==> src/plpc_pkg.sv <==
// package of constants and types for the pci lock and pme conversion block
// Summary of operation
// RULE1 - sideband interrupt edges become intx assert/deassert messages
// RULE2 - falling pme input sends pme message upstream
// RULE3 - requester id: secondary bus, device 0, function 0
// RULE4 - pme message tag is always zero
// RULE5 - resend pme while input low, stop when high
// RULE6 - fixed resend interval, restarted on each send
// RULE7 - lock pin driven only when lock enable set
// RULE8 - locked sequences only downstream, never upstream
// RULE9 - locked read forwarded as read, locked completion
// RULE10 - unlocked bridge requests bus for locked read
// RULE11 - grant with lock high: assert lock after address
// RULE12 - owner keeps lock low except address phases
// RULE13 - grant with lock low: drop request, wait idle
// RULE14 - after read data, lock and block others
// RULE15 - writes while locked issued as locked writes
// RULE16 - release lock after unlock and transactions done
// RULE17 - normal read while locked gets unsupported request
// RULE18 - root complex blocks normal reads during lock
// RULE19 - upstream sends unlock after every locked sequence
package plpc_pkg;
   localparam int unsigned CLK_HZ          = 50000000;
   localparam int unsigned PME_RESEND_US   = 1000;
   localparam int unsigned PME_RESEND_CYC  = (CLK_HZ / 1000000) * PME_RESEND_US;
   localparam int unsigned PME_CNT_W       = 16;
   localparam logic [7:0]  MSG_CODE_PME    = 8'h18;
   localparam logic [7:0]  MSG_CODE_ASSERT = 8'h20;
   localparam logic [7:0]  MSG_CODE_DEASRT = 8'h24;
   localparam logic [7:0]  PME_TAG         = 8'h00;
   localparam logic [4:0]  REQ_DEVICE      = 5'h00;
   localparam logic [2:0]  REQ_FUNCTION    = 3'h0;
   localparam logic [2:0]  CPL_STATUS_SC   = 3'h0;
   localparam logic [2:0]  CPL_STATUS_UR   = 3'h1;
   localparam int unsigned LOCK_EN_BIT     = 12;
   localparam logic [1:0]  CMD_NONE        = 2'h0;
   localparam logic [1:0]  CMD_READ        = 2'h1;
   localparam logic [1:0]  CMD_WRITE       = 2'h2;
   typedef enum logic [2:0] {
      PLPC_IDLE,
      PLPC_REQ,
      PLPC_BACKOFF,
      PLPC_ADDR,
      PLPC_WAIT_DATA,
      PLPC_LOCKED,
      PLPC_DRAIN
   } plpc_lock_st_t;
endpackage

==> src/plpc_msg_gen.sv <==
// pme message generator with periodic resend while the pme input is low
`timescale 1ns/10ps
module plpc_msg_gen (
   input  wire logic        core_clk_i,
   input  wire logic        reset_i,
   input  wire logic        pme_n_i,
   input  wire logic [7:0]  sec_bus_i,
   input  wire logic        msg_ready_i,
   output logic             msg_valid_o,
   output logic [15:0]      msg_req_id_o,
   output logic [7:0]       msg_tag_o,
   output logic [7:0]       msg_code_o
);
   typedef struct packed {
      logic                                pme_prev;
      logic                                pend;
      logic [plpc_pkg::PME_CNT_W-1:0]      cnt;
      logic                                valid;
      logic [15:0]                         req_id;
   } plpc_mg_t;
   plpc_mg_t st;
   plpc_mg_t next_st;

   always_comb begin
      next_st = st;
      next_st.pme_prev = pme_n_i;
      if (st.valid && msg_ready_i) begin
         next_st.valid = 1'b0;
      end
      if (pme_n_i) begin
         next_st.pend = 1'b0; // RULE5
         next_st.cnt  = '0;
      end else if (st.pme_prev) begin
         next_st.pend = 1'b1; // RULE2
         next_st.cnt  = '0;
      end else if (st.cnt == plpc_pkg::PME_CNT_W'(plpc_pkg::PME_RESEND_CYC - 1)) begin
         next_st.pend = 1'b1; // RULE6
         next_st.cnt  = '0;
      end else begin
         next_st.cnt = st.cnt + 1'b1;
      end
      if (st.pend && !st.valid) begin
         next_st.valid  = 1'b1;
         next_st.pend   = 1'b0;
         next_st.cnt    = '0; // RULE6
         next_st.req_id = {sec_bus_i, plpc_pkg::REQ_DEVICE, plpc_pkg::REQ_FUNCTION}; // RULE3
      end
   end

   always_ff @(posedge core_clk_i) begin
      if (reset_i) begin
         st          <= '0;
         st.pme_prev <= 1'b1;
      end else begin
         st <= next_st;
      end
   end

   assign msg_valid_o  = st.valid;
   assign msg_req_id_o = st.req_id;
   assign msg_tag_o    = plpc_pkg::PME_TAG; // RULE4
   assign msg_code_o   = plpc_pkg::MSG_CODE_PME;
endmodule

==> src/plpc_top.sv <==
// lock conversion and pme message top of the pci express to pci bridge
`timescale 1ns/10ps
module plpc_top (
   input  wire logic        core_clk_i,
   input  wire logic        reset_i,
   input  wire logic [31:0] gen_ctrl_i,
   input  wire logic [7:0]  sec_bus_i,
   input  wire logic        pme_n_i,
   input  wire logic        pme_msg_ready_i,
   output logic             pme_msg_valid_o,
   output logic [15:0]      pme_msg_req_id_o,
   output logic [7:0]       pme_msg_tag_o,
   output logic [7:0]       pme_msg_code_o,
   input  wire logic [3:0]  intx_n_i,
   input  wire logic        intx_msg_ready_i,
   output logic             intx_msg_valid_o,
   output logic [7:0]       intx_msg_code_o,
   input  wire logic        dn_valid_i,
   input  wire logic [1:0]  dn_cmd_i,
   input  wire logic        dn_locked_i,
   input  wire logic        dn_unlock_i,
   output logic             dn_ready_o,
   output logic             cpl_valid_o,
   output logic             cpl_locked_o,
   output logic [2:0]       cpl_status_o,
   output logic             pci_start_o,
   output logic [1:0]       pci_cmd_o,
   output logic             pci_lock_xfer_o,
   input  wire logic        pci_addr_phase_i,
   input  wire logic        pci_done_i,
   input  wire logic        pci_bus_idle_i,
   output logic             req_n_o,
   input  wire logic        gnt_n_i,
   input  wire logic        lock_n_i,
   output logic             lock_n_o,
   output logic             lock_n_oe_n_o
);
   typedef struct packed {
      plpc_pkg::plpc_lock_st_t  ls;
      logic [3:0]               intx_prev;
      logic [3:0]               intx_pend_a;
      logic [3:0]               intx_pend_d;
      logic                     intx_valid;
      logic [7:0]               intx_code;
      logic                     unlock_seen;
      logic                     busy;
      logic                     cpl_valid;
      logic                     cpl_locked;
      logic [2:0]               cpl_status;
      logic                     pci_start;
      logic [1:0]               pci_cmd;
      logic                     pci_lock_xfer;
      logic                     req_n;
      logic                     lock_drv;
      logic                     dn_ready;
   } plpc_top_t;
   plpc_top_t st;
   plpc_top_t next_st;
   logic      lock_en;
   logic      take;

   assign lock_en = gen_ctrl_i[plpc_pkg::LOCK_EN_BIT];
   assign take    = dn_valid_i && st.dn_ready;

   plpc_msg_gen u_msg_gen (
      .core_clk_i   (core_clk_i),
      .reset_i      (reset_i),
      .pme_n_i      (pme_n_i),
      .sec_bus_i    (sec_bus_i),
      .msg_ready_i  (pme_msg_ready_i),
      .msg_valid_o  (pme_msg_valid_o),
      .msg_req_id_o (pme_msg_req_id_o),
      .msg_tag_o    (pme_msg_tag_o),
      .msg_code_o   (pme_msg_code_o)
   );

   always_comb begin
      logic found;
      found   = 1'b0;
      next_st = st;
      next_st.cpl_valid = 1'b0;
      next_st.pci_start = 1'b0;
      next_st.dn_ready  = 1'b0;
      // intx: one message at a time, lowest line first; only the served flag is cleared
      if (st.intx_valid && intx_msg_ready_i) begin
         next_st.intx_valid = 1'b0;
      end else if (!st.intx_valid) begin
         for (int i = 0; i < 4; i++) begin
            if (!found && st.intx_pend_a[i]) begin
               found                  = 1'b1;
               next_st.intx_valid     = 1'b1;
               next_st.intx_code      = plpc_pkg::MSG_CODE_ASSERT | 8'(i); // RULE1
               next_st.intx_pend_a[i] = 1'b0;
            end else if (!found && st.intx_pend_d[i]) begin
               found                  = 1'b1;
               next_st.intx_valid     = 1'b1;
               next_st.intx_code      = plpc_pkg::MSG_CODE_DEASRT | 8'(i);
               next_st.intx_pend_d[i] = 1'b0;
            end
         end
      end
      // edges are recorded after the service step so a fresh edge is never lost
      next_st.intx_prev = intx_n_i;
      for (int i = 0; i < 4; i++) begin
         if (st.intx_prev[i] && !intx_n_i[i]) begin
            next_st.intx_pend_a[i] = 1'b1; // RULE1
         end
         if (!st.intx_prev[i] && intx_n_i[i]) begin
            next_st.intx_pend_d[i] = 1'b1; // RULE1
         end
      end
      // downstream request intake; one pci transfer outstanding at a time
      if (dn_unlock_i) begin
         next_st.unlock_seen = 1'b1;
      end
      if (pci_done_i) begin
         next_st.busy = 1'b0;
      end
      if (take) begin
         if (dn_cmd_i == plpc_pkg::CMD_READ && !dn_locked_i &&
             (st.ls == plpc_pkg::PLPC_LOCKED)) begin
            next_st.cpl_valid  = 1'b1; // RULE17
            next_st.cpl_locked = 1'b0;
            next_st.cpl_status = plpc_pkg::CPL_STATUS_UR;
         end else if (dn_cmd_i == plpc_pkg::CMD_READ && dn_locked_i && lock_en &&
                      (st.ls == plpc_pkg::PLPC_IDLE)) begin
            next_st.ls      = plpc_pkg::PLPC_REQ; // RULE10
            next_st.req_n   = 1'b0;
            next_st.pci_cmd = plpc_pkg::CMD_READ;
         end else if (dn_cmd_i != plpc_pkg::CMD_NONE) begin
            // locked state: writes join the sequence; unlocked: plain forward
            next_st.pci_start     = 1'b1;
            next_st.pci_cmd       = dn_cmd_i;
            next_st.pci_lock_xfer = (st.ls == plpc_pkg::PLPC_LOCKED); // RULE15 RULE9
            next_st.busy          = 1'b1;
         end
      end
      // lock ownership machine; upstream traffic never enters it
      case (st.ls) // RULE8
         plpc_pkg::PLPC_IDLE: begin
            next_st.lock_drv    = 1'b0;
            next_st.unlock_seen = 1'b0;
         end
         plpc_pkg::PLPC_REQ: begin
            if (!gnt_n_i && lock_n_i) begin
               next_st.ls            = plpc_pkg::PLPC_ADDR; // RULE11
               next_st.pci_start     = 1'b1;
               next_st.pci_lock_xfer = 1'b1;
               next_st.busy          = 1'b1;
            end else if (!gnt_n_i) begin
               next_st.ls    = plpc_pkg::PLPC_BACKOFF; // RULE13
               next_st.req_n = 1'b1;
            end
         end
         plpc_pkg::PLPC_BACKOFF: begin
            if (lock_n_i && pci_bus_idle_i) begin
               next_st.ls    = plpc_pkg::PLPC_REQ; // RULE13
               next_st.req_n = 1'b0;
            end
         end
         plpc_pkg::PLPC_ADDR: begin
            next_st.req_n = 1'b1;
            if (pci_addr_phase_i) begin
               next_st.ls       = plpc_pkg::PLPC_WAIT_DATA;
               next_st.lock_drv = 1'b1; // RULE11
            end
         end
         plpc_pkg::PLPC_WAIT_DATA: begin
            if (pci_done_i) begin
               next_st.ls         = plpc_pkg::PLPC_LOCKED; // RULE14
               next_st.cpl_valid  = 1'b1; // RULE9
               next_st.cpl_locked = 1'b1;
               next_st.cpl_status = plpc_pkg::CPL_STATUS_SC;
            end
         end
         plpc_pkg::PLPC_LOCKED: begin
            // lock released only at address phase of our own locked cycles
            next_st.lock_drv = !(pci_addr_phase_i && st.pci_lock_xfer); // RULE12
            if (st.unlock_seen || dn_unlock_i) begin
               next_st.ls = plpc_pkg::PLPC_DRAIN;
            end
         end
         plpc_pkg::PLPC_DRAIN: begin
            next_st.lock_drv = !(pci_addr_phase_i && st.pci_lock_xfer);
            if (!st.busy && !st.pci_start) begin
               next_st.ls            = plpc_pkg::PLPC_IDLE; // RULE16
               next_st.lock_drv      = 1'b0;
               next_st.pci_lock_xfer = 1'b0;
            end
         end
         default: begin
            next_st.ls = plpc_pkg::PLPC_IDLE;
         end
      endcase
      if (!lock_en) begin
         next_st.lock_drv = 1'b0; // RULE7
      end
      // hold intake while a transfer is running or lock is being obtained
      next_st.dn_ready = !next_st.busy && !take &&
                         (next_st.ls == plpc_pkg::PLPC_IDLE ||
                          next_st.ls == plpc_pkg::PLPC_LOCKED);
   end

   always_ff @(posedge core_clk_i) begin
      if (reset_i) begin
         st           <= '0;
         st.ls        <= plpc_pkg::PLPC_IDLE;
         st.intx_prev <= 4'hF;
         st.req_n     <= 1'b1;
      end else begin
         st <= next_st;
      end
   end

   assign intx_msg_valid_o = st.intx_valid;
   assign intx_msg_code_o  = st.intx_code;
   assign dn_ready_o       = st.dn_ready;
   assign cpl_valid_o      = st.cpl_valid;
   assign cpl_locked_o     = st.cpl_locked;
   assign cpl_status_o     = st.cpl_status;
   assign pci_start_o      = st.pci_start;
   assign pci_cmd_o        = st.pci_cmd;
   assign pci_lock_xfer_o  = st.pci_lock_xfer;
   assign req_n_o          = st.req_n;
   assign lock_n_o         = 1'b0;
   assign lock_n_oe_n_o    = !st.lock_drv; // RULE7
endmodule

==> config.mk <==
export PLATFORM = sky130hd
export DESIGN_NAME = plpc_top
export DESIGN_NICKNAME = d
export VERILOG_FILES = /design/src/plpc_pkg.sv /design/src/plpc_msg_gen.sv /design/src/plpc_top.sv
export SDC_FILE = /design/constraint.sdc
export NUM_CORES = 1
export LEC_CHECK = 0
export ABC_AREA = 1
export ABC_CLOCK_PERIOD_IN_PS = 1200
export BUFFER_PORTS_ARGS = -buffer_cell sky130_fd_sc_hd__buf_4
export CORE_MARGIN = 10
export CORE_UTILIZATION = 44
export CTS_CLUSTER_SIZE = 30
export DETAILED_ROUTE_END_ITERATION = 8
export PLACE_DENSITY = 0.76
export SLEW_MARGIN = 20
export SYNTH_ARGS = -nofsm -noshare
export SYNTH_HDL_FRONTEND = slang
export SYNTH_SLANG_ARGS = --single-unit
export TNS_END_PERCENT = 20
==> constraint.sdc <==
create_clock -name core_clk_i -period 1.2 [get_ports core_clk_i]
set_input_delay 0 -clock core_clk_i [delete_from_list [all_inputs] [get_ports core_clk_i]]
set_output_delay 0 -clock core_clk_i [all_outputs]
set_load 0.01 [all_outputs]
==> results.py <==
metrics = {
    "route": {
        "antenna_left": 0,
        "detailed_route_via_count": 2887,
        "drcViolationCount": 0,
        "drt_iter0_drc": 186,
        "detail_route.vias_per_cell": 4.85,
        "final_routed_wire_length_divided_by_cell_count_um": 14.3,
        "drt_pass1_iterations": 5,
        "drt-total-wl_mm": 8.53,
    },
    "run": {
        "maxCapViolations": 0,
    },
    "critical_path": {
        "worstPathCellList": "buf_4 > nor2_4 > nand2_4 > o21ai_2 > nand2_2 > nand3_1 > nand2_1 > nor2_1",
        "critPathBufInv": 1,
        "crit_type": "reg -> reg",
        "critical_path_peak_fanout": 6,
        "critPathLaunch": "st[37]",
        "critical_path.top_delay_family": "simple AND/OR/NAND/NOR gates",
        "worstReg2RegStart": "st[37]",
        "cp-start-kind": "flop",
        "worstSetupEndpointType": "flop",
        "crit_path_top_delay_cell": "sky130_fd_sc_hd__dfxtp_4",
        "crit_path_max_incr_delay_ns": 0.39,
        "timing.critical_path.required_ns": 1.46,
        "worst_ep_arrival_time_ns": 1.72,
    },
    "floorplanning": {
        "core-area_um2": 6420,
        "die_h_um": 102,
        "floorplan.die_area_um2": 10400,
        "die-width_um": 102,
        "pin_count": 114,
        "floorplan.initialDensity_pct": 46.0,
        "placement_rows": 29,
    },
    "run_status": {
        "failed_checks": "negative setup slack",
        "outcome": "complete, but fails checks",
    },
    "finish": {
        "regArea_um2": 1240,
        "area_growth_pct": 42.0,
        "drive_above_1_share_pct": 36.6,
        "fillerInstances": 507,
        "final_design_area_no_fill_um2": 4190,
        "nets": 571,
        "multi_input_gate_area_um2": 1540,
    },
    "global_routing": {
        "vias_in_the_first_global_route": 2782,
        "wire_length_of_the_first_global_routing_pass_mm": 12.5,
        "track_usage_pct": 14.9,
        "grt_remaining_overflow": 0,
        "initial_antenna_violation_count": 1,
        "grt_max_degree": 17,
    },
    "logic_synthesis": {
        "post_synth_fa_ha_maj_area_fraction_pct": 0.424,
        "xor_xnor_share_of_the_synthesized_area_pct": 2.37,
        "area_share_of_the_leading_cell_type_in_the_synthesized_netlist_pct": 41.3,
        "post_synth_num_cell_types": 28,
        "largest_cells_by_area_after_synthesis": "sky130_fd_sc_hd__dfxtp_1, sky130_fd_sc_hd__buf_4, sky130_fd_sc_hd__nor2_1",
        "synth.cell_area_um2": 2950,
        "synth-warning-count": 0,
        "synth.largest_area_cell": "sky130_fd_sc_hd__dfxtp_1",
        "synthesized_area_fraction_occupied_by_and_or_nand_nor_cells_pct": 26.7,
        "synth-seq-cells": 61,
        "syn-mean-instance-area_um2": 7.24,
        "synth_compound_area_share_pct": 9.91,
        "synth_top_family_by_area": "simple AND/OR/NAND/NOR gates",
        "syn-instance-count": 408,
        "multiplexer_share_of_the_synthesized_area_pct": 0,
        "yosysSeqAreaShare_pct": 41.3,
    },
    "placement": {
        "buffer_ports.inserted": 53,
        "hpwlAfterDp_mm": 5.47,
        "routabilityCongestion": 0.859,
        "placedInstanceArea_um2": 3510,
    },
    "timing": {
        "worst_hold_slack_ns": 0.000944,
        "setup_repair_after_global_routing_missed_its_margin": "true",
        "finalWorstSetupSlack_ns": -0.256,
        "fmaxAchievable_mhz": 687,
        "hold_viol": 0,
        "final_min_period_over_clock_period_pct": 121,
        "timing.final.setup_violations": 22,
        "fin_worst_skew_ns": 0.00807,
        "layout_min_cycle_time_ns": 1.46,
        "pins_over_slew_limit": 0,
    },
    "power_and_ir_drop": {
        "seq_power_share_pct": 48.3,
        "p_switching_w": 0.00133,
        "fin_total_pwr_w": 0.00451,
        "power_report.internal_total_w": 0.00318,
        "power_switching_share_pct": 29.6,
        "power.share.combinational_pct": 15.5,
        "power_per_cell_area_nw_per_um2": 1080,
        "ir_drop_mv": 0.812,
        "p_clk_share_pct": 36.3,
        "p_leak_nw": 1.92,
    },
    "min_path": {
        "hold_class": "in -> reg",
        "hold_path.startpoint": "gnt_n_i",
    },
    "cts": {
        "cts-root-buf": "sky130_fd_sc_hd__clkbuf_8",
        "cts_buffers": 9,
        "numClockSinks": 61,
        "cts-root-to-sink-buffers": 2,
        "number_of_levels_the_h_tree_was_split_into": 3,
        "clk_pin_slew_worst_paths_ns": 0.07,
        "clk-insertion-delay-late_ns": 0.35,
        "clock_tree_from_tritoncts": "yes",
    },
}
## power groups by stage
stage | sequential [W] | combinational (W) | clock (W)
floorplan | 0.00221 | 0.000417 | 0
global placement | 0.00221 | 0.000543 | 0
detailed placement | 0.00222 | 0.000559 | 0
CTS | 0.00217 | 0.000624 | 0.00166
global route | 0.00218 | 0.000766 | 0.00174
finish | 0.00218 | 0.000699 | 0.00163
## cells in the mapped netlist
master                     count
sky130_fd_sc_hd__clkinv_1      1
sky130_fd_sc_hd__nand2_2       1
sky130_fd_sc_hd__or2_2         5
sky130_fd_sc_hd__nor3b_1       3
sky130_fd_sc_hd__buf_4        46
sky130_fd_sc_hd__nor2_2        2
sky130_fd_sc_hd__nand4_1       4
sky130_fd_sc_hd__buf_6         2
sky130_fd_sc_hd__dfxtp_1      61
sky130_fd_sc_hd__clkbuf_1      3
sky130_fd_sc_hd__nor2_1       69
sky130_fd_sc_hd__ha_1          1
sky130_fd_sc_hd__a21oi_1      26
sky130_fd_sc_hd__o211ai_1      3
sky130_fd_sc_hd__inv_1        46
sky130_fd_sc_hd__nand3b_1      1
sky130_fd_sc_hd__xnor2_1       1
sky130_fd_sc_hd__a31oi_1       1
sky130_fd_sc_hd__o21ai_0      25
sky130_fd_sc_hd__o32ai_1       1
sky130_fd_sc_hd__nand3_2       3
sky130_fd_sc_hd__or2_4         1
sky130_fd_sc_hd__nand2_1      59
sky130_fd_sc_hd__xor2_1        7
sky130_fd_sc_hd__nor3_1       14
sky130_fd_sc_hd__conb_1        2
sky130_fd_sc_hd__nand3_1      19
sky130_fd_sc_hd__clkinv_2      1
## logic make-up (layout without fill, tap and decap cells)
family                   count (synthesis)  after routing
flip-flops                              61             61
AO/OA/AOI/OAI                           56             56
buffers and inverters                   99            180
AND/OR/NAND/NOR                        181            181
adder cells (fa/ha/maj)                  1              1
other                                    2             31
XOR/XNOR                                 8              8
## through the flow
stage | cells | worst slack [ns] | TNS [ns] | utilization, %
2_1_floorplan | 435 | -0.0185 | -0.0191 | -
3_3_place_gp | 552 | -0.0901 | -0.950 | 54.6
3_5_place_dp | 552 | -0.130 | -1.80 | 54.6
4_1_cts | 590 | -0.0922 | -1.41 | 61.5
5_1_grt | 594 | -0.306 | -4.43 | 65.3
6_report | 595 | -0.256 | -2.16 | 65.3
## what timing repair did
item,4_1_cts,5_1_grt
pin swaps,9,20
cloned,0,0
hold buffers,19,0
endpoints found under the hold margin,29,0
buffers inserted,3,3
endpoints found under the setup margin,28,43
gates resized for setup,19,67
## layer usage
metal	part of all wire (%)	vias to the layer above	track usage, %	wire length, um
met5	0	-	0	0
met2	53	93	26.2	4530
met3	6.0	15	3.91	515
met4	1.6	0	8.35	138
met1	39	1348	15.9	3350
li1	-	1431	-	-
## state kept, by name (all words and copies together) (netlist names)
name and count:
cpl_locked_o 1, cpl_status_o 3, cpl_valid_o 1, dn_ready_o 1, intx_msg_code_o 4, intx_msg_valid_o 1
pci_cmd_o 2, pci_lock_xfer_o 1, pci_start_o 1, req_n_o 1, st 18, u_msg_gen.msg_req_id_o 8
u_msg_gen.msg_valid_o 1, u_msg_gen.st 18
## worst paths after layout
path	slack [ns]	end	cells after the start
max	-0.26	dn_ready_o	8
min	0.0009	pci_start_o	4
max reg2reg	-0.26	dn_ready_o	8
min reg2reg	0.44	cpl_status_o[2]	2
## layout make-up
type                            count  area share [%]
Antenna cell                        2           0.119
Clock buffer                        9            2.95
Clock inverter                      7            1.25
Inverter                           48            4.62
Multi-Input combinational cell    275            36.8
Sequential cell                    61            29.5
Tap cell                           77            2.30
Timing Repair Buffer              116            22.5
## cells in the final DEF (no fill, tap or decap), types with 2 or more instances in the layout
cell,instances
sky130_fd_sc_hd__clkinv_2,2
sky130_fd_sc_hd__nand3_1,10
sky130_fd_sc_hd__conb_1,29
sky130_fd_sc_hd__nor2_1,47
sky130_fd_sc_hd__o211ai_1,3
sky130_fd_sc_hd__o21ai_1,4
sky130_fd_sc_hd__nand2_1,48
sky130_fd_sc_hd__inv_2,3
sky130_fd_sc_hd__nand4_1,4
sky130_fd_sc_hd__nor3b_1,3
sky130_fd_sc_hd__nor2_2,16
sky130_fd_sc_hd__nor3_1,10
sky130_fd_sc_hd__o21ai_0,20
sky130_fd_sc_hd__nor2_4,8
sky130_fd_sc_hd__clkbuf_8,9
sky130_fd_sc_hd__dfxtp_1,55
sky130_fd_sc_hd__buf_4,93
sky130_fd_sc_hd__inv_4,2
sky130_fd_sc_hd__diode_2,2
sky130_fd_sc_hd__xor2_1,7
sky130_fd_sc_hd__dfxtp_4,4
sky130_fd_sc_hd__clkinvlp_4,2
sky130_fd_sc_hd__nand3_2,10
sky130_fd_sc_hd__buf_6,3
sky130_fd_sc_hd__nor3_4,2
sky130_fd_sc_hd__nand2_4,5
sky130_fd_sc_hd__dfxtp_2,2
sky130_fd_sc_hd__nor3_2,2
sky130_fd_sc_hd__clkinv_4,4
sky130_fd_sc_hd__nand3_4,2
sky130_fd_sc_hd__a21oi_2,3
sky130_fd_sc_hd__dlygate4sd3_1,19
sky130_fd_sc_hd__or2_2,5
sky130_fd_sc_hd__a21oi_1,23
sky130_fd_sc_hd__nand2_2,7
sky130_fd_sc_hd__inv_1,41
## tightest hold or removal path, cell delays in order
cell and delay (ns):
sky130_fd_sc_hd__buf_4 0.10, sky130_fd_sc_hd__nor2_4 0.04, sky130_fd_sc_hd__nand2_4 0.08, sky130_fd_sc_hd__a21oi_1 0.07
Power figures use the tool's default switching activity.
